[src/rtl/rdqp_map.vh]
// register map and field constants for the receive descriptor queue pointers
`ifndef RDQP_MAP_VH
`define RDQP_MAP_VH

`define RDQP_ADDR_WIDTH           12
`define RDQP_FIELD_WIDTH          16
`define RDQP_FIELD_MSB            15
`define RDQP_WORD_SHIFT           2
`define RDQP_ADDR_PAD_WIDTH       14

`define RDQP_SMALL_FREE_READ_OFS  12'h2b0
`define RDQP_SMALL_FREE_END_OFS   12'h2b4
`define RDQP_READY_START_OFS      12'h2b8
`define RDQP_READY_WRITE_OFS      12'h2bc

`define RDQP_FIELD_RESET          16'h0000
`define RDQP_UPPER_READ           16'h0000
`define RDQP_ADDR_RESET           32'h00000000
`define RDQP_UNMAPPED_READ        32'h00000000

`define RDQP_SEL_NONE             3'h0
`define RDQP_SEL_SMALL_FREE_READ  3'h1
`define RDQP_SEL_SMALL_FREE_END   3'h2
`define RDQP_SEL_READY_START      3'h3
`define RDQP_SEL_READY_WRITE      3'h4

`endif

[src/rtl/rdqp_addr_form.v]
// forms one physical queue byte address from a word-index field and the queue base
`timescale 1ns/100ps
`default_nettype none
`include "rdqp_map.vh"

module rdqp_addr_form (
   input  wire        clock_in,
   input  wire        resetn_in,
   input  wire [15:0] field_in,
   input  wire [31:0] base_in,
   output reg  [31:0] addr_out
);

   always @(posedge clock_in) begin
      if (!resetn_in) begin
         addr_out <= `RDQP_ADDR_RESET;
      end else begin
         // field shifted two left plus base
         addr_out <= base_in + {{`RDQP_ADDR_PAD_WIDTH{1'h0}}, field_in, 2'h0};
      end
   end

endmodule
`default_nettype wire

[src/rtl/rdqp_regs.v]
// receive descriptor reference queue pointer registers and their physical addresses
//
// What this block does
// - Holds a 16-bit small free queue read pointer standing for pointer bits 17 to 2.
// - Holds a 16-bit small free queue end field standing for end address bits 17 to 2.
// - Holds a 16-bit ready queue start field standing for start address bits 17 to 2.
// - Holds a 16-bit ready queue write pointer standing for pointer bits 17 to 2.
// - Each physical address is the field shifted left by two plus the 32-bit queue base.
//
// The plain strobed port is this design's own decision.
`timescale 1ns/100ps
`default_nettype none
`include "rdqp_map.vh"

module rdqp_regs (
   input  wire        clock_in,
   input  wire        resetn_in,
   input  wire [11:0] reg_addr_in,
   input  wire [31:0] reg_wdata_in,
   input  wire        reg_write_in,
   input  wire        reg_read_in,
   input  wire [31:0] receive_queue_base_in,
   input  wire        small_free_queue_read_ptr_load_in,
   input  wire [15:0] small_free_queue_read_ptr_value_in,
   input  wire        ready_queue_write_ptr_load_in,
   input  wire [15:0] ready_queue_write_ptr_value_in,
   output reg  [31:0] reg_rdata_out,
   output wire [15:0] small_free_queue_read_ptr_out,
   output wire [15:0] small_free_queue_end_addr_out,
   output wire [15:0] ready_queue_start_addr_out,
   output wire [15:0] ready_queue_write_ptr_out,
   output wire [31:0] small_free_queue_read_phys_out,
   output wire [31:0] small_free_queue_end_phys_out,
   output wire [31:0] ready_queue_start_phys_out,
   output wire [31:0] ready_queue_write_phys_out
);

   reg [15:0] small_free_queue_read_ptr;
   reg [15:0] small_free_queue_end_addr;
   reg [15:0] ready_queue_start_addr;
   reg [15:0] ready_queue_write_ptr;

   reg [15:0] next_small_free_queue_read_ptr;
   reg [15:0] next_small_free_queue_end_addr;
   reg [15:0] next_ready_queue_start_addr;
   reg [15:0] next_ready_queue_write_ptr;
   reg [31:0] next_reg_rdata;

   wire [2:0] write_sel;
   wire [2:0] read_sel;

   // maps a byte address onto a register select, none for unmapped
   function [2:0] reg_select;
      input [11:0] addr;
      begin
         case (addr)
            `RDQP_SMALL_FREE_READ_OFS: reg_select = `RDQP_SEL_SMALL_FREE_READ;
            `RDQP_SMALL_FREE_END_OFS:  reg_select = `RDQP_SEL_SMALL_FREE_END;
            `RDQP_READY_START_OFS:     reg_select = `RDQP_SEL_READY_START;
            `RDQP_READY_WRITE_OFS:     reg_select = `RDQP_SEL_READY_WRITE;
            default:                   reg_select = `RDQP_SEL_NONE;
         endcase
      end
   endfunction

   // places a field in the low half with the unused upper half at zero
   function [31:0] read_word;
      input [15:0] field;
      begin
         read_word = {`RDQP_UPPER_READ, field};
      end
   endfunction

   assign write_sel = reg_write_in ? reg_select(reg_addr_in) : `RDQP_SEL_NONE;
   assign read_sel  = reg_read_in  ? reg_select(reg_addr_in) : `RDQP_SEL_NONE;

   // software writes, then dma engine loads on top of them
   always @* begin
      next_small_free_queue_read_ptr = small_free_queue_read_ptr;
      next_small_free_queue_end_addr = small_free_queue_end_addr;
      next_ready_queue_start_addr    = ready_queue_start_addr;
      next_ready_queue_write_ptr     = ready_queue_write_ptr;
      // low sixteen bits written, upper ignored
      case (write_sel)
         `RDQP_SEL_SMALL_FREE_READ: begin
            next_small_free_queue_read_ptr = reg_wdata_in[`RDQP_FIELD_MSB:0];
         end
         `RDQP_SEL_SMALL_FREE_END: begin
            next_small_free_queue_end_addr = reg_wdata_in[`RDQP_FIELD_MSB:0];
         end
         `RDQP_SEL_READY_START: begin
            next_ready_queue_start_addr = reg_wdata_in[`RDQP_FIELD_MSB:0];
         end
         `RDQP_SEL_READY_WRITE: begin
            next_ready_queue_write_ptr = reg_wdata_in[`RDQP_FIELD_MSB:0];
         end
         default: begin
            next_small_free_queue_read_ptr = small_free_queue_read_ptr;
         end
      endcase
      // read pointer advanced by the dma engine
      if (small_free_queue_read_ptr_load_in) begin
         next_small_free_queue_read_ptr = small_free_queue_read_ptr_value_in;
      end
      // write pointer advanced by the dma engine
      if (ready_queue_write_ptr_load_in) begin
         next_ready_queue_write_ptr = ready_queue_write_ptr_value_in;
      end
   end

   // read data stand only in the cycle after the strobe
   always @* begin
      case (read_sel)
         `RDQP_SEL_SMALL_FREE_READ: next_reg_rdata = read_word(small_free_queue_read_ptr);
         `RDQP_SEL_SMALL_FREE_END:  next_reg_rdata = read_word(small_free_queue_end_addr);
         `RDQP_SEL_READY_START:     next_reg_rdata = read_word(ready_queue_start_addr);
         `RDQP_SEL_READY_WRITE:     next_reg_rdata = read_word(ready_queue_write_ptr);
         default:                   next_reg_rdata = `RDQP_UNMAPPED_READ;
      endcase
   end

   always @(posedge clock_in) begin
      if (!resetn_in) begin
         small_free_queue_read_ptr <= `RDQP_FIELD_RESET;
      end else begin
         small_free_queue_read_ptr <= next_small_free_queue_read_ptr;
      end
   end

   always @(posedge clock_in) begin
      if (!resetn_in) begin
         small_free_queue_end_addr <= `RDQP_FIELD_RESET;
      end else begin
         small_free_queue_end_addr <= next_small_free_queue_end_addr;
      end
   end

   always @(posedge clock_in) begin
      if (!resetn_in) begin
         ready_queue_start_addr <= `RDQP_FIELD_RESET;
      end else begin
         ready_queue_start_addr <= next_ready_queue_start_addr;
      end
   end

   always @(posedge clock_in) begin
      if (!resetn_in) begin
         ready_queue_write_ptr <= `RDQP_FIELD_RESET;
      end else begin
         ready_queue_write_ptr <= next_ready_queue_write_ptr;
      end
   end

   always @(posedge clock_in) begin
      if (!resetn_in) begin
         reg_rdata_out <= `RDQP_UNMAPPED_READ;
      end else begin
         reg_rdata_out <= next_reg_rdata;
      end
   end

   assign small_free_queue_read_ptr_out = small_free_queue_read_ptr;
   assign small_free_queue_end_addr_out = small_free_queue_end_addr;
   assign ready_queue_start_addr_out    = ready_queue_start_addr;
   assign ready_queue_write_ptr_out     = ready_queue_write_ptr;

   // physical read address of small free queue
   rdqp_addr_form u_small_free_read (
      .clock_in  (clock_in),
      .resetn_in (resetn_in),
      .field_in  (small_free_queue_read_ptr),
      .base_in   (receive_queue_base_in),
      .addr_out  (small_free_queue_read_phys_out)
   );

   // physical end address of small free queue
   rdqp_addr_form u_small_free_end (
      .clock_in  (clock_in),
      .resetn_in (resetn_in),
      .field_in  (small_free_queue_end_addr),
      .base_in   (receive_queue_base_in),
      .addr_out  (small_free_queue_end_phys_out)
   );

   // physical start address of ready queue
   rdqp_addr_form u_ready_start (
      .clock_in  (clock_in),
      .resetn_in (resetn_in),
      .field_in  (ready_queue_start_addr),
      .base_in   (receive_queue_base_in),
      .addr_out  (ready_queue_start_phys_out)
   );

   // physical write address of ready queue
   rdqp_addr_form u_ready_write (
      .clock_in  (clock_in),
      .resetn_in (resetn_in),
      .field_in  (ready_queue_write_ptr),
      .base_in   (receive_queue_base_in),
      .addr_out  (ready_queue_write_phys_out)
   );

endmodule
`default_nettype wire

[config.mk]
export PLATFORM = sky130hd
export DESIGN_NAME = rdqp_regs
export DESIGN_NICKNAME = d
export VERILOG_FILES = /design/src/rtl/rdqp_addr_form.v /design/src/rtl/rdqp_regs.v
export VERILOG_INCLUDE_DIRS = /design/src /design/src/rtl
export SDC_FILE = /design/constraint.sdc
export NUM_CORES = 1
export LEC_CHECK = 0
export BUFFER_PORTS_ARGS = -buffer_cell sky130_fd_sc_hd__buf_4
export CAP_MARGIN = 20
export CORE_AREA = 2 2 105 208
export CTS_CLUSTER_SIZE = 14
export DETAILED_ROUTE_END_ITERATION = 7
export DIE_AREA = 0 0 107 210
export PLACE_DENSITY = 0.8
export RECOVER_POWER = 100
export SLEW_MARGIN = 20
export SYNTH_ARGS = -nofsm -noshare
export SYNTH_HDL_FRONTEND = slang
export SYNTH_SLANG_ARGS = --single-unit
[constraint.sdc]
create_clock -name clock_in -period 3.3 [get_ports clock_in]
set_input_delay 0.33 -clock clock_in [delete_from_list [all_inputs] [get_ports clock_in]]
set_output_delay 0.33 -clock clock_in [all_outputs]
set_load 0.02 [all_outputs]
Word level (Yosys, flattened, before mapping)
Cells that the tools add are included.
{"block": "classes", "n_bitwise": 0, "order_cmp": 0, "multipliers": 0, "n_reduce_logical": 2, "n_addsub": 4, "eq_ne": 12, "shifts": 0, "div": 0, "muxes": 8}
{"cell": "$add A32 B18 Y32", "count": 4}
{"cell": "$mux W16", "count": 4}
{"cell": "$pmux W16 S4", "count": 1}
{"cell": "$eq A12 B10 Y1 const B", "count": 4}
{"cell": "$eq A3 B2 Y1 const B", "count": 4}
{"cell": "$pmux W3 S4", "count": 1}
{"cell": "$eq A3 B1 Y1 const B", "count": 2}
{"cell": "$eq A3 B3 Y1 const B", "count": 2}
{"cell": "$mux W3", "count": 2}
{"cell": "$reduce_bool A2 Y1", "count": 2}
{"block": "totals", "romBits": 0, "n_memories": 0, "regBits": 224, "ramBits": 0, "in_bits": 114, "latchBits": 0, "elab_cells": 35, "output_inout_bits": 224}

Longest topological paths before layout
{"block": "depth", "ltp_word": 6, "ltp_mapped": 9}

By module
From an unflattened synthesis, not the netlist that was laid out.
{"block": "hier_totals", "hier_cells": 1315, "area_unflattened_um2": 11790.1}
{"mod": "rdqp_addr_form", "seq_area_each_um2": 640.6, "area_each_um2": 1969.4, "cells_each": 227, "instances": 4}
{"mod": "rdqp_regs", "seq_area_each_um2": 1601.5, "area_each_um2": 3912.5, "cells_each": 407, "instances": 1}

Worst setup path before layout
No wires, ideal clock.
{"block": "synth_timing", "kind": "reg2reg", "start": "reg ready_queue_write_ptr[0] (netlist: ready_queue_write_ptr_out[0])", "end": "reg u_ready_write.addr_out[26]", "t_required_ns": 3.176, "stages_incl_launch_ff": 9, "t_arrival_ns": 2.281, "setup_slack_ns": 0.895, "synth_period_minus_slack_ns": 2.405, "setup_ns": 0.124, "cell_sequence": "dfxtp_1 ha_1 fa_1 a211oi_1 o31ai_1 o2111ai_1 a211oi_2 o21ai_0 mux2i_1"}
{"block": "synth_via", "elab_chain_len": 1}
{"element": "from (decl)", "line": "rdqp_regs.v:41", "source": "reg [15:0] ready_queue_write_ptr;"}
{"element": "from (signal assigned)", "line": "rdqp_regs.v:148", "source": "ready_queue_write_ptr <= `RDQP_FIELD_RESET;"}
{"element": "from (signal assigned)", "line": "rdqp_regs.v:150", "source": "ready_queue_write_ptr <= next_ready_queue_write_ptr;"}
{"element": "$add A32 B18 Y32", "line": "rdqp_addr_form.v:19", "source": "addr_out <= base_in + {{`RDQP_ADDR_PAD_WIDTH{1'h0}}, field_in, 2'h0};"}
{"element": "to (signal assigned)", "line": "rdqp_addr_form.v:16", "source": "addr_out <= `RDQP_ADDR_RESET;"}
{"element": "to (signal assigned)", "line": "rdqp_addr_form.v:19"}
{"element": "to (decl)", "line": "rdqp_addr_form.v:11", "source": "output reg [31:0] addr_out"}
No other way between the ends.
A chain may end at the register's enable or synchronous reset.

Worst setup path after layout
{"block": "layout_timing", "start": "reg ready_queue_write_ptr[2] (netlist: ready_queue_write_ptr_out[2])", "end": "reg u_ready_write.addr_out[25]"}
The elaborated chain is that of the path after synthesis.

==> summary.md <==
| Metric | Value |
|---|---|
| Max-cap violations | `2` |
| Number of global-route vias before repair | `10242` |
| Synth Flop Type | `dfxtp_1` |
| Post-route DRC | `0` |
| Slowest-stage cell, CP | `nor4_1` |
| Worst-path cell chain | `ha_1 -> o21ai_1 -> nor4_1 -> o311ai_1 -> a2111oi_4 -> buf_4 -> mux2i_1 -> nand2_1` |
| Critical path class | `flop to flop` |
| Routability cong. | `1.00` |
| Yosys top cell by area | `dfxtp_1` |
| H-tree levels | `1` |
| Gate Count Post-Synth | `1197` |
| Pwr Total | `0.00588 W` |
| GRT Util Overall | `34.8%` |
| Cts bufs inserted | `19` |
| Area grow syn2layout | `21.0%` |
| Height of the die | `210 um` |
| Worst Skew | `13.1 ps` |
| Fin cells | `1774` |
| Sink Count | `202` |
| Startpoint types | `flop` |
| Setup Viol. Count Final | `0` |
| Headroom to the max-slew limit | `-31.9%` |
| Fin crit period | `2890 ps` |
| Worst hold path type | `input pin to flop` |
| Ports | `338` |
| Total length of routed wires | `40400 um` |
| Overflow after GRT | `0` |
| Drt initial violations | `636` |
| Final hold viol count | `0` |
| Routed Antenna Nets | `0` |
| Max VDD drop | `502 uV` |
| Failing checks | `capacitance limit, slew limit` |
| First-pass DRT Iterations | `5` |
| Hold_buf cts | `0` |
| Fmax | `0.346 GHz` |
| Post-CTS Setup Repair Bufs | `0` |
| Worst slack, placed | `495 ps` |
| Initial antenna violation count | `0` |
| DP HPWL | `32100 um` |
| CP Capture Type | `flop` |
| Mapped Area | `0.0106 sq mm` |
| Critical Path RT | `3700 ps` |
| Vias | `10583` |
| Synth top area share | `38.0%` |
| Core Util, Final | `61.5%` |
| Least-Margin Pin Slew | `1980 ps` |
| Final period utilization | `87.7%` |
| Distinct cells, synth | `67` |
| Starting Density | `50.8%` |
| Vias per Instance | `5.97` |
| Placeable Area | `0.0209 sq mm` |
| Placed cell count | `1747` |
| Status | `complete, but fails checks` |
| Full die area | `0.0225 sq mm` |
| Seq/Total Area, Yosys | `38.0%` |
| Syn Area/Cell | `8.89 sq um` |
| Buffers on Ports | `305` |
| Row Count | `75` |
| Root buffer cell | `clkbuf_16` |
| Fill count | `2020` |
| Largest net degree at the start of global routing | `42` |
| Max FO, Critical Path | `10` |
| Clock slew at reported path FFs | `70 ps` |
| Largest incremental delay on the critical path | `630 ps` |
| Share of layout cells above drive strength 1 | `10.2%` |
| CP arrival | `3300 ps` |
| Diodes inserted | `0` |
| LEAKAGE | `5.22 nW` |
| Synth warnings | `0` |
| Async SR Flop Fraction | `0%` |
| Die X | `107 um` |
| Power Dens Cells | `457 mW/mm^2` |
| CTS tree | `built` |
| Number of synthesized flops with an enable pin | `0` |
| Setup ws final | `406 ps` |
| First-pass GRT wire length | `58600 um` |
| Routed wire per std cell | `22.8 um` |
| Longest Clk Path Bufs | `3` |
| Leading post-synthesis cells by cell area | `dfxtp_1, mux2i_1, ha_1` |
| Final TNS setup | `0 ps` |
| Skew-Pair Late Insertion Delay | `510 ps` |
| RSZ-0062 raised after global routing | `no` |
| CTS resizes | `0` |
| #FFs+latches synth | `202` |
| Nets | `1681` |
| Max-slew violation count | `73` |
## per-stage QoR
stage	cell area (sq um)	hold WS, ps
after floorplan	10700	457
after global placement	13200	537
after detailed placement	13200	545
after CTS	13700	21.2
after global routing	12900	28.7
final	12900	33.1
## worst max-delay path, delay by kind of cell (launching register included)
family,cells,cell delay [ps]
AOI/OAI and AO/OA,3,860
and+or+nand+nor,2,690
adders and majority gates,1,400
DFF,1,390
buffers and inverters,1,240
muxes,1,190
## state kept, by name (all words and copies together), names as in the netlist
register	flops
ready_queue_start_addr_out	16
ready_queue_write_ptr_out	16
reg_rdata_out	16
small_free_queue_end_addr_out	16
small_free_queue_read_ptr_out	16
u_ready_start.addr_out	30
u_ready_write.addr_out	32
u_small_free_end.addr_out	30
u_small_free_read.addr_out	30
## per-layer routing
layer  part of all wire, %  global-route usage [%]  routed length, um
met5                     0                       0                  0
met4                    10                    30.2               4190
met3                   6.5                    6.03               2640
met2                    52                    65.2              21100
met1                    31                    30.9              12500
## synth_stat cells (7+ instances only)
library cell and number:
buf_4 26, a21oi_1 81, clkbuf_1 30, and3_1 8, o311ai_0 7, a22oi_1 34, inv_1 16, o21a_1 12
nor2_1 157, xnor2_1 26, nor3_1 19, and2_1 16, dfxtp_1 202, o21bai_1 12, xor2_1 13, nand4_1 14
ha_1 64, buf_1 7, nand2b_1 23, o31ai_1 7, o21ai_0 62, mux2i_1 106, a21o_1 19, a31oi_1 10
a211oi_1 40, nand3_1 28, nand2_1 80
## kinds of logic after synthesis
group           after synthesis  share of synthesized area, %
simple gates                378                          16.8
compound gates              317                          19.6
flops                       202                          38.0
mux                         106                          9.98
buf+inv                      86                          4.08
fa+ha+maj                    68                          8.28
xor+xnor                     39                          3.21
other cells                   1                        0.0353
## path summary, 6_finish.rpt
kind	from	endpoint	slack [ps]	cells after the start
min	receive_queue_base_in[0]	u_ready_write.addr_out[0]$_SDFF_PN0_	30	2
max reg2reg	ready_queue_write_ptr_out[2]$_SDFFE_PN0P_	u_ready_write.addr_out[25]$_SDFF_PN0_	410	8
min reg2reg	ready_queue_start_addr_out[5]$_SDFFE_PN0N_	ready_queue_start_addr_out[5]$_SDFFE_PN0N_	570	2
max	ready_queue_write_ptr_out[2]$_SDFFE_PN0P_	u_ready_write.addr_out[25]$_SDFF_PN0_	410	8
## power by group
group | switching [W] | internal (W)
clock | 0.000944 | 0.00111
sequential | 0.0000896 | 0.00259
combinational | 0.000765 | 0.000386
total | 0.00180 | 0.00408
## cell type report
| type | count | area [sq um] | area share [%] |
|---|---|---|---|
| clock buffer | 22 | 517 | 4.01 |
| clock inverter | 5 | 33.8 | 0.262 |
| inverter | 17 | 63.8 | 0.496 |
| multi-input combinational | 924 | 6170 | 47.9 |
| sequential | 202 | 4040 | 31.4 |
| tap | 269 | 337 | 2.61 |
| timing repair buffer | 335 | 1710 | 13.3 |
## placed cells by master (no fill, tap or decap), drive strengths merged, types with 41 or more instances in the layout
| master | Yosys | layout |
|---|---|---|
| a211oi | 41 | 41 |
| a21oi | 81 | 81 |
| buf | 39 | 116 |
| clkbuf | 30 | 241 |
| dfxtp | 202 | 202 |
| ha | 64 | 64 |
| mux2i | 106 | 106 |
| nand2 | 81 | 81 |
| nor2 | 161 | 161 |
| o21ai | 63 | 63 |
Power figures use the tool's default switching activity.
